File: src/rtl/awc_pkg.sv
package awc_pkg;
    // register word offsets (printed offsets not multiples of four: index, byte = 4*index)
    localparam logic [7:0]  AWC_IDX_LT_LOW   = 8'hc5;
    localparam logic [7:0]  AWC_IDX_LT_HIGH  = 8'hc6;
    localparam logic [7:0]  AWC_IDX_GT_LOW   = 8'hc3;
    localparam logic [7:0]  AWC_IDX_GT_HIGH  = 8'hc4;
    localparam logic [7:0]  AWC_IDX_IN_SEL   = 8'hbb;
    localparam logic [7:0]  AWC_IDX_RES_LOW  = 8'hbd;
    localparam logic [7:0]  AWC_IDX_RES_HIGH = 8'hbe;
    localparam logic [7:0]  AWC_IDX_STATUS   = 8'hc0;
    localparam logic [7:0]  AWC_IDX_MASK     = 8'hc1;
    localparam logic [7:0]  AWC_IDX_REF_CTL  = 8'hd2;
    // reset values and reference control write mask
    localparam logic [7:0]  AWC_RST_LT       = 8'h00;
    localparam logic [7:0]  AWC_RST_GT       = 8'hff;
    localparam logic [4:0]  AWC_RST_IN_SEL   = 5'h1f;
    localparam logic [7:0]  AWC_RST_REF_CTL  = 8'h08;
    localparam logic [7:0]  AWC_REF_CTL_MASK = 8'h3e;
    // field width and positions
    localparam int          AWC_SEL_W        = 5;
    localparam int          AWC_BIT_WINDOW   = 0;
    localparam int          AWC_BIT_TEMP_SENSOR_ENABLE    = 2;
    // input select codes
    localparam logic [4:0]  AWC_CODE_P1_0    = 5'h08;
    localparam logic [4:0]  AWC_CODE_P1_4    = 5'h0c;
    localparam logic [4:0]  AWC_CODE_TEMP    = 5'h10;
    localparam logic [4:0]  AWC_CODE_REG     = 5'h11;
    localparam logic [4:0]  AWC_CODE_VDD     = 5'h12;
    localparam logic [4:0]  AWC_CODE_GND     = 5'h13;
    // input route kinds
    typedef enum logic [2:0] {
        AWC_SRC_NONE, AWC_SRC_PIN, AWC_SRC_TEMP, AWC_SRC_REG, AWC_SRC_VDD, AWC_SRC_GND
    } awc_src_e;
endpackage

File: src/rtl/awc_window_cmp.sv
`timescale 1ns/10ps
module awc_window_cmp
    import awc_pkg::*;
#(
    parameter int W = 16
) (
    // limits and sample
    input  wire logic [W-1:0] result,
    input  wire logic [W-1:0] gt_limit,
    input  wire logic [W-1:0] lt_limit,
    // decision
    output logic              hit
);
    logic above;
    logic below;
    assign above = result > gt_limit;
    assign below = result < lt_limit;
    // mode follows the limit order alone
    always_comb begin //RULE5
        if (lt_limit > gt_limit) begin
            hit = above && below; //RULE3
        end else begin
            hit = below || above; //RULE4
        end
    end
endmodule

File: src/rtl/awc_input_mux.sv
`timescale 1ns/10ps
module awc_input_mux
    import awc_pkg::*;
#(
    parameter bit LARGE_PKG = 1'b1
) (
    // code in
    input  wire logic [4:0] code,
    // route out
    output awc_src_e        src,
    output logic [15:0]     pin_onehot
);
    always_comb begin
        pin_onehot = 16'h0000;
        src        = AWC_SRC_NONE;
        if (code < AWC_CODE_P1_0) begin
            src = AWC_SRC_PIN; //RULE8
            pin_onehot[code[3:0]] = 1'b1;
        end else if (code < AWC_CODE_TEMP) begin
            if (LARGE_PKG || code < AWC_CODE_P1_4) begin //RULE9
                src = AWC_SRC_PIN;
                pin_onehot[code[3:0]] = 1'b1;
            end
        end else begin
            unique case (code)
                AWC_CODE_TEMP: src = AWC_SRC_TEMP; //RULE10
                AWC_CODE_REG:  src = AWC_SRC_REG;
                AWC_CODE_VDD:  src = AWC_SRC_VDD;
                AWC_CODE_GND:  src = AWC_SRC_GND;
                default:       src = AWC_SRC_NONE; //RULE16
            endcase
        end
    end
endmodule

File: src/rtl/awc_top.sv
// Behaviour
// [RULE1] lower limit high byte, RW, reset zero
// [RULE2] lower limit low byte, RW, reset zero
// [RULE3] inside mode: gt < result < lt
// [RULE4] outside mode: result below or above bounds
// [RULE5] mode set only by limit ordering
// [RULE6] compare formatted result words continuously
// [RULE7] result is 10-bit unsigned value
// [RULE8] codes 0-7 select port 0 pins
// [RULE9] codes 8-15 port 1; small package reserves 12-15
// [RULE10] temp, regulator, supply, ground; higher none
// [RULE11] select upper three bits read zero
// [RULE12] software clears pin digital input mode
// [RULE13] software sets pin crossbar skip
// [RULE14] software enables temp sensor before use
// [RULE15] window flag set on hit, sticky
// [RULE16] reserved codes drive nothing, no error
//
// Our own choice: the APB register port.
`timescale 1ns/10ps
module awc_top
    import awc_pkg::*;
#(
    parameter bit LARGE_PKG = 1'b1
) (
    // clock and reset
    input  wire logic        pclk,
    input  wire logic        presetn,
    input  wire logic        clk_en,
    // apb slave
    input  wire logic        psel,
    input  wire logic        penable,
    input  wire logic        pwrite,
    input  wire logic [11:0] paddr,
    input  wire logic [31:0] pwdata,
    input  wire logic [3:0]  pstrb,
    output logic [31:0]      prdata,
    output logic             pready,
    output logic             pslverr,
    // converter core
    input  wire logic        conv_done,
    input  wire logic [9:0]  conv_code,
    input  wire logic        left_justify,
    // analog routing
    output logic [15:0]      pin_route_en,
    output awc_src_e         analog_input_mux,
    output logic             temp_sensor_enable,
    // interrupt
    output logic             irq
);
    logic [7:0]  lt_low_q, lt_high_q, gt_low_q, gt_high_q;
    logic [4:0]  in_sel_q;
    logic [15:0] result_q;
    logic [7:0]  ref_ctl_q;
    logic        status_q, mask_q;
    logic        wr_en, rd_en, hit, ev_win;
    logic [7:0]  idx;
    logic        mapped;
    logic [31:0] rd_d;
    logic [15:0] res_fmt, pin_d;
    awc_src_e    src_d;

    assign idx   = paddr[9:2];
    assign wr_en = clk_en && psel && penable && pwrite && pready && mapped && pstrb[0];
    assign rd_en = clk_en && psel && penable && !pwrite && !pready;

    always_comb begin
        mapped = 1'b1;
        rd_d   = 32'h0000_0000;
        unique case (idx)
            AWC_IDX_LT_LOW:   rd_d[7:0] = lt_low_q;
            AWC_IDX_LT_HIGH:  rd_d[7:0] = lt_high_q;
            AWC_IDX_GT_LOW:   rd_d[7:0] = gt_low_q;
            AWC_IDX_GT_HIGH:  rd_d[7:0] = gt_high_q;
            AWC_IDX_IN_SEL:   rd_d[7:0] = {3'b000, in_sel_q}; //RULE11
            AWC_IDX_RES_LOW:  rd_d[7:0] = result_q[7:0];
            AWC_IDX_RES_HIGH: rd_d[7:0] = result_q[15:8];
            AWC_IDX_STATUS:   rd_d[0]   = status_q;
            AWC_IDX_MASK:     rd_d[0]   = mask_q;
            AWC_IDX_REF_CTL:  rd_d[7:0] = ref_ctl_q;
            default:          mapped    = 1'b0;
        endcase
        if (paddr[1:0] != 2'b00 || paddr[11:10] != 2'b00) begin
            mapped = 1'b0;
        end
    end

    // one wait state: answer in the second access cycle
    always_ff @(posedge pclk or negedge presetn) begin
        if (!presetn) begin
            pready  <= 1'b0;
            pslverr <= 1'b0;
            prdata  <= 32'h0000_0000;
        end else if (clk_en) begin
            pready  <= psel && penable && !pready;
            pslverr <= psel && penable && !pready && !mapped;
            if (rd_en) begin
                prdata <= mapped ? rd_d : 32'h0000_0000;
            end
        end
    end

    // lower limit bytes
    always_ff @(posedge pclk or negedge presetn) begin
        if (!presetn) begin
            lt_low_q  <= AWC_RST_LT; //RULE2
            lt_high_q <= AWC_RST_LT; //RULE1
        end else if (wr_en) begin
            if (idx == AWC_IDX_LT_LOW) begin
                lt_low_q <= pwdata[7:0]; //RULE2
            end
            if (idx == AWC_IDX_LT_HIGH) begin
                lt_high_q <= pwdata[7:0]; //RULE1
            end
        end
    end

    // upper limit bytes
    always_ff @(posedge pclk or negedge presetn) begin
        if (!presetn) begin
            gt_low_q  <= AWC_RST_GT;
            gt_high_q <= AWC_RST_GT;
        end else if (wr_en) begin
            if (idx == AWC_IDX_GT_LOW) begin
                gt_low_q <= pwdata[7:0];
            end
            if (idx == AWC_IDX_GT_HIGH) begin
                gt_high_q <= pwdata[7:0];
            end
        end
    end

    // input select and reference control
    always_ff @(posedge pclk or negedge presetn) begin
        if (!presetn) begin
            in_sel_q  <= AWC_RST_IN_SEL;
            ref_ctl_q <= AWC_RST_REF_CTL;
        end else if (wr_en) begin
            if (idx == AWC_IDX_IN_SEL) begin
                in_sel_q <= pwdata[AWC_SEL_W-1:0]; //RULE11
            end
            if (idx == AWC_IDX_REF_CTL) begin
                ref_ctl_q <= pwdata[7:0] & AWC_REF_CTL_MASK;
            end
        end
    end

    // result formatting of the 10-bit unsigned code
    assign res_fmt = left_justify ? {conv_code, 6'b00_0000}
                                  : {6'b00_0000, conv_code}; //RULE7

    always_ff @(posedge pclk or negedge presetn) begin
        if (!presetn) begin
            result_q <= 16'h0000;
        end else if (clk_en && conv_done) begin
            result_q <= res_fmt;
        end
    end

    // compare on the fresh formatted word, same justification as limits
    awc_window_cmp #(
        .W (16)
    ) u_cmp (
        .result   (res_fmt), //RULE6
        .gt_limit ({gt_high_q, gt_low_q}),
        .lt_limit ({lt_high_q, lt_low_q}),
        .hit      (hit)
    );

    assign ev_win = conv_done && hit;

    // sticky flag, set beats write-one clear
    always_ff @(posedge pclk or negedge presetn) begin
        if (!presetn) begin
            status_q <= 1'b0;
        end else if (clk_en) begin
            if (ev_win) begin
                status_q <= 1'b1; //RULE15
            end else if (wr_en && idx == AWC_IDX_STATUS && pwdata[AWC_BIT_WINDOW]) begin
                status_q <= 1'b0;
            end
        end
    end

    always_ff @(posedge pclk or negedge presetn) begin
        if (!presetn) begin
            mask_q <= 1'b0;
            irq    <= 1'b0;
        end else if (clk_en) begin
            if (wr_en && idx == AWC_IDX_MASK) begin
                mask_q <= pwdata[AWC_BIT_WINDOW];
            end
            irq <= status_q && mask_q;
        end
    end

    awc_input_mux #(
        .LARGE_PKG (LARGE_PKG)
    ) u_mux (
        .code       (in_sel_q),
        .src        (src_d),
        .pin_onehot (pin_d)
    );

    // registered analog routing
    always_ff @(posedge pclk or negedge presetn) begin
        if (!presetn) begin
            pin_route_en       <= 16'h0000;
            analog_input_mux   <= AWC_SRC_NONE;
            temp_sensor_enable <= 1'b0;
        end else if (clk_en) begin
            pin_route_en       <= pin_d; //RULE16
            analog_input_mux   <= src_d;
            temp_sensor_enable <= ref_ctl_q[AWC_BIT_TEMP_SENSOR_ENABLE];
        end
    end
endmodule

File: config.mk
export PLATFORM = sky130hd
export DESIGN_NAME = awc_top
export DESIGN_NICKNAME = d
export VERILOG_FILES = /design/src/rtl/awc_pkg.sv /design/src/rtl/awc_window_cmp.sv /design/src/rtl/awc_input_mux.sv /design/src/rtl/awc_top.sv
export SDC_FILE = /design/constraint.sdc
export NUM_CORES = 1
export LEC_CHECK = 0
export ABC_AREA = 1
export BUFFER_PORTS_ARGS = -buffer_cell sky130_fd_sc_hd__buf_2
export CORE_MARGIN = 2
export CORE_UTILIZATION = 55
export DETAILED_ROUTE_END_ITERATION = 7
export MAX_ROUTING_LAYER = met4
export PLACE_DENSITY = 0.8
export SLEW_MARGIN = 20
export SYNTH_ARGS = -nofsm -noshare
export SYNTH_HDL_FRONTEND = slang
export SYNTH_SLANG_ARGS = --single-unit
File: constraint.sdc
create_clock -name pclk -period 2.3 [get_ports pclk]
set_input_delay 0.345 -clock pclk [delete_from_list [all_inputs] [get_ports pclk]]
set_output_delay 0.345 -clock pclk [all_outputs]
set_load 0.02 [all_outputs]
=== Yosys cells after proc, flatten, opt, wreduce, memory -nomap -nowiden ===
Cells that the tools add are included.

* Reductions and logical operators: 37
* Mux-type cells: 16
* Equal/unequal tests: 14
* Magnitude comparators: 7

{| class="wikitable"
|+ Operators by type and width
! kind !! count
|-
| 8-bit == test (second input constant) || 10
|-
| 7-bit one-hot mux with 8 select lines || 1
|-
| 16-bit two-way mux || 3
|-
| 16-bit greater-than comparator || 2
|-
| 5-bit == test (second input constant) || 4
|-
| 1-bit logical AND || 19
|-
| 2-bit AND reduction || 9
|-
| 16-bit < comparator || 1
|-
| 3-bit one-hot mux with 4 select lines || 1
|-
| 10-bit OR reduction || 1
|-
| 1-bit one-hot mux with 9 select lines || 1
|-
| 8-bit two-way mux || 1
|-
| 1-bit two-way mux || 6
|-
| 3-bit two-way mux || 2
|-
| 2-bit nonzero test || 3
|-
| 4-bit by 5-bit < comparator with 1-bit output (second input constant) || 1
|-
| 5-bit by 4-bit < comparator with 1-bit output (second input constant) || 1
|-
| 5-bit < comparator (second input constant) || 1
|-
| 1-bit demux with 4-bit select || 1
|-
| 4-bit by 1-bit greater-or-equal comparator with 1-bit output (second input constant) || 1
|-
| 1-bit zero test || 3
|-
| 1-bit logical OR || 2
|}

* Register bits after elaboration: 115
* Word-level logic and storage cells: 90
* Input bits: 66

=== Depth between registers and ports, before layout ===
* Depth after elaboration: 10
* Gate-level depth with buffers: 16
* Gate-level depth less buffers: 15

=== Modules after synthesis ===
From an unflattened synthesis, not the netlist that was laid out.

* Cell total of the unflattened synthesis: 804
* Area, all modules: 5944.5 sq um

{| class="wikitable"
|+ By module, submodules not included
! module !! instances !! area an instance (sq um) !! cells an instance
|-
| awc_top || 1 || 4508.1 || 567
|-
| awc_window_cmp || 1 || 1276.2 || 200
|-
| awc_input_mux || 1 || 160.2 || 37
|}

=== Least setup slack after synthesis ===
OpenSTA, ideal clock, no wires.

* Kind: in2reg
* Start: input port left_justify
* End: register status_q
* Slack: 0.398 ns
* Arrival: 1.785 ns
* Library setup time: 0.116 ns
* Stages on the path: 13
* Path through: inv_1 -> clkbuf_1 -> o21ai_0 -> ha_1 -> a21oi_1 -> nand3b_1 -> a21oi_1 -> nor2_1 -> nand2_1 -> nand3_1 -> nand2_1 -> nand2_1 -> nand2_1

* Word-level cells in the longest chain between the ends: 7
* Elaborated cells between the ends (all ways): 10

{| class="wikitable"
|+ Ends and longest elaborated chain
! what !! RTL line !! text
|-
| start: declaration || awc_top.sv:43 || <nowiki>input wire logic left_justify,</nowiki>
|-
| 16-bit two-way mux * || awc_top.sv:149 || <nowiki>assign res_fmt = left_justify ? {conv_code, 6'b00_0000}</nowiki>
|-
| net res_fmt[9] || awc_top.sv:60 || <nowiki>logic [15:0] res_fmt, pin_d;</nowiki>
|-
| 16-bit < comparator / 16-bit greater-than comparator (equally long branches) || awc_window_cmp.sv:17, awc_window_cmp.sv:16 ||
|-
| 1-bit logical OR / 1-bit logical AND (equally long branches) || awc_window_cmp.sv:23, awc_window_cmp.sv:21 ||
|-
| 1-bit two-way mux * || awc_window_cmp.sv:20 || <nowiki>if (lt_limit > gt_limit) begin</nowiki>
|-
| 1-bit logical AND * || awc_top.sv:170 || <nowiki>assign ev_win = conv_done && hit;</nowiki>
|-
| 2-bit nonzero test (no line) || - ||
|-
| 2-bit AND reduction (no line) || - ||
|-
| end signal: assignment || awc_top.sv:175 || <nowiki>status_q <= 1'b0;</nowiki>
|-
| end signal: assignment || awc_top.sv:178 || <nowiki>status_q <= 1'b1;</nowiki>
|-
| end signal: assignment || awc_top.sv:180 || <nowiki>status_q <= 1'b0;</nowiki>
|-
| end: declaration || awc_top.sv:55 || <nowiki>logic status_q, mask_q;</nowiki>
|}

The timed path passes the listed nets; every way through them passes the cells marked *.
A chain may end at the register's enable or synchronous reset.

=== Worst setup path in the final report ===
* Start: register gt_low_q[2]
* End: register status_q

* Word-level cells in the longest chain between the ends: 6
* Elaborated cells between the ends (all ways): 9

{| class="wikitable"
|+ Ends and longest elaborated chain
! what !! RTL line !! text
|-
| start: declaration || awc_top.sv:51 || <nowiki>logic [7:0] lt_low_q, lt_high_q, gt_low_q, gt_high_q;</nowiki>
|-
| start signal: assignment || awc_top.sv:125 || <nowiki>gt_low_q <= pwdata[7:0];</nowiki>
|-
| 16-bit greater-than comparator || awc_window_cmp.sv:16 || <nowiki>assign above = result > gt_limit;</nowiki>
|-
| 1-bit logical OR / 1-bit logical AND (equally long branches) || awc_window_cmp.sv:23, awc_window_cmp.sv:21 ||
|-
| 1-bit two-way mux * || awc_window_cmp.sv:20 ||
|-
| 1-bit logical AND * || awc_top.sv:170 ||
|-
| 2-bit nonzero test (no line) || - ||
|-
| 2-bit AND reduction (no line) || - ||
|}

Mark *: on every way between the ends. The rest lies on a longest branch, timed or not.

==> impl_metrics.py <==
metrics = {
    "outcome": {
        "status": "completed",
    },
    "clock_network": {
        "cts_setup_buffers": 0,
        "clk_pin_slew_worst_paths_ns": 0.10,
        "root_buffer": "clkbuf_8",
        "clkSinkCount": 91,
        "cts_made_buffers": 9,
        "max-clock-path-buffers": 2,
        "ctsHtreeMaxLevel": 3,
        "cts_tree": "yes",
        "clock_latency_ns": 0.37,
    },
    "final_layout": {
        "diodes": 0,
        "num-fill-cells": 933,
        "nets": 896,
        "design_area_um2": 6330,
        "area_growth_pct": 11.8,
        "drive_above_1_share_pct": 20.9,
    },
    "floorplan": {
        "dieArea_um2": 11100,
        "rows": 37,
        "top_level_ports": 121,
        "die_y_um": 105,
        "core_area_um2": 10100,
        "start_util_pct": 55.8,
        "die_width_um": 105,
    },
    "drt": {
        "num_vias": 5014,
        "drt-vias-per-instance": 5.41,
        "dr.first_iter.drc_count": 399,
        "drtPass1Iterations": 7,
        "drc_errors": 0,
        "wl_mm": 14.8,
        "post_drt_wl_per_cell_um": 16.0,
        "ant_nets": 0,
    },
    "placed_design": {
        "place_congestion": 0.956,
        "place.port_buffers": 69,
        "dp_hpwl_mm": 11.7,
        "dpl_cell_area_um2": 6110,
    },
    "global_routing": {
        "grt_pass1_vias": 4784,
        "antenna_found_initial": 0,
        "grt_overflow": 0,
        "grt_max_degree": 51,
        "grt_usage_pct": 28.5,
        "grt_pass1_wl_mm": 23.7,
    },
    "worst_hold_path": {
        "hold_class": "input pin to flop",
    },
    "sta": {
        "tightestPinTransition_ns": 0.565,
        "min_period_over_period_pct": 88.7,
        "tns_ns": 0,
        "slew_headroom_pct": 62.2,
        "rsz0062_at_grt": "no",
        "max_freq_mhz": 490,
        "setup_viol": 0,
        "fin_crit_ns": 2.04,
        "fin_skew_ns": 0.00937,
        "hold_viol": 0,
        "fin_hold_ws_ns": 0.249,
        "final_max_slew_viol_count": 0,
    },
    "power": {
        "vdd_drop_max_uv": 267,
        "report.power.total_mw": 3.20,
        "leakage_nw": 3.16,
        "p_per_area_nw_per_um2": 506,
    },
    "logic_synthesis": {
        "synth_top_area_share_pct": 30.5,
        "yosysTopAreaCell": "dfrtp_1",
        "synth-seq-cells": 91,
        "yosys_warnings": 0,
        "synthTopCellsByArea": "dfrtp_1 31%, nand2_1 13%, dfstp_2 10%",
        "synthCells": 705,
        "ys_types": 41,
        "synth_area_per_cell_um2": 8.03,
        "synth_seq_area_share_pct": 40.7,
        "syn-cell-area_um2": 5660,
    },
    "setup_path": {
        "cp.arrival_ns": 2.30,
        "crit_fanout": 4,
        "cp-start-kind": "flop",
        "cp.required_ns": 2.56,
        "crit_type": "flop to flop",
        "cp-end-kind": "flop",
    },
    "run": {
        "timing.max_cap.violations": 0,
    },
}
==> layout make-up <==
cell class              count  area [µm²]  area share (%)
well taps                 136         170            2.69
clock inverters             5        67.6            1.07
repair buffers             84         475            7.51
flip-flops and latches     91        2300            36.4
clock buffers              11         141            2.23
inverters                  88         330            5.22
multi-input cells         512        2840            44.8
==> layout by cell type (no fill, tap or decap), drive strengths merged, types with 2 or more instances in the layout <==
master     n
nand2    197
o21ai     92
inv       91
buf       83
dfrtp     69
ha        44
nand3     44
nor2      35
a21oi     30
conb      24
dfstp     22
clkbuf    11
nor3      10
nand4      8
a22oi      6
a31oi      3
o31ai      3
nor4       2
a211oi     2
or2        2
o2bb2ai    2
o22ai      2
==> Yosys cell counts, drive strengths merged <==
| cell | instances |
|---|---|
| clkbuf | 7 |
| a221oi | 1 |
| nand4 | 8 |
| nand3b | 1 |
| conb | 1 |
| inv | 88 |
| buf | 30 |
| dfrtp | 69 |
| nor4 | 2 |
| nand3 | 44 |
| nand2 | 197 |
| o2bb2ai | 2 |
| o211ai | 1 |
| o31ai | 3 |
| o21ai | 92 |
| a32o | 1 |
| a211oi | 2 |
| a22oi | 6 |
| or2 | 2 |
| ha | 44 |
| dfstp | 22 |
| o22ai | 2 |
| nor2 | 35 |
| a31oi | 3 |
| nor3b | 1 |
| nor3 | 10 |
| and2 | 1 |
| a21oi | 30 |
==> metal layers <==
layer	share of wire (%)	routed length (µm)	track usage, %
met1	42	6210	35.8
met3	7.0	1040	5.69
met2	48	7160	45.4
met4	2.8	416	11.6
met5	0	0	-
==> metrics by stage <==
| stage | utilization (%) | instances | setup slack [ns] |
|---|---|---|---|
| after floorplan | - | 728 | 0.398 |
| after global placement | 60.2 | 910 | 0.211 |
| after detailed placement | 60.2 | 910 | 0.144 |
| after CTS | 62.4 | 927 | 0.280 |
| after global routing | 62.4 | 927 | 0.132 |
| final | 62.4 | 927 | 0.259 |
==> power by group <==
group	switching, mW	leakage [nW]	internal, mW	total [mW]
clock	0.608	0.106	0.550	1.16
sequential	0.0209	1.15	1.64	1.66
combinational	0.263	1.90	0.118	0.381
total	0.892	3.16	2.31	3.20
==> path summary, 6_finish.rpt <==
check                                          from                      endpoint  slack (ns)  depth (start not counted)
setup reg to reg            gt_low_q[2]$_DFFE_PN1P_          status_q$_DFFE_PN0P_        0.26                         11
setup / recovery            gt_low_q[2]$_DFFE_PN1P_          status_q$_DFFE_PN0P_        0.26                         11
min in group asynchronous                   presetn  pin_route_en[12]$_DFFE_PN0P_        0.49                          2
hold reg to reg            gt_high_q[5]$_DFFE_PN1P_      gt_high_q[5]$_DFFE_PN1P_        0.48                          2
max in group asynchronous                   presetn      gt_high_q[4]$_DFFE_PN1P_        1.10                          3
hold / removal                            pwdata[0]            mask_q$_DFFE_PN0P_        0.25                          3
==> flip-flops by register name, summed over array words and instances, names as in the netlist <==
signal and count:
pready 1, pslverr 1, in_sel_q 5, status_q 1
analog_input_mux 3, lt_high_q 8, prdata 8, gt_high_q 8
irq 1, pin_route_en 16, gt_low_q 8, result_q 16
ref_ctl_q 5, mask_q 1, temp_sensor_enable 1, lt_low_q 8
==> timing repair <==
action / 4_1_cts / 5_1_grt
hold buffers: 1 / 0
hold endpoints to repair: 41 / 0
resized for setup: 0 / 0
==> critical path: stages, from the launching register on <==
cell and delay [ns]:
dfstp_2 0.57, inv_1 0.11, ha_1 0.29, nand2_1 0.05, o21ai_0 0.16, nand2_1 0.07, o211ai_1 0.09, nand2_1 0.07
a22oi_1 0.21, nand2_1 0.08, nand2_1 0.14, nand2_1 0.08
==> kinds of logic (layout without fill, tap and decap cells) <==
kind of cell	after synthesis	in the layout	synth area share, %
compound gates	143	143	14.7
flops	91	91	40.7
other cells	1	24	0.0662
simple gates	301	301	24.1
fa+ha+maj	44	44	9.73
buf+inv	125	188	10.7
Power figures use the tool's default switching activity.
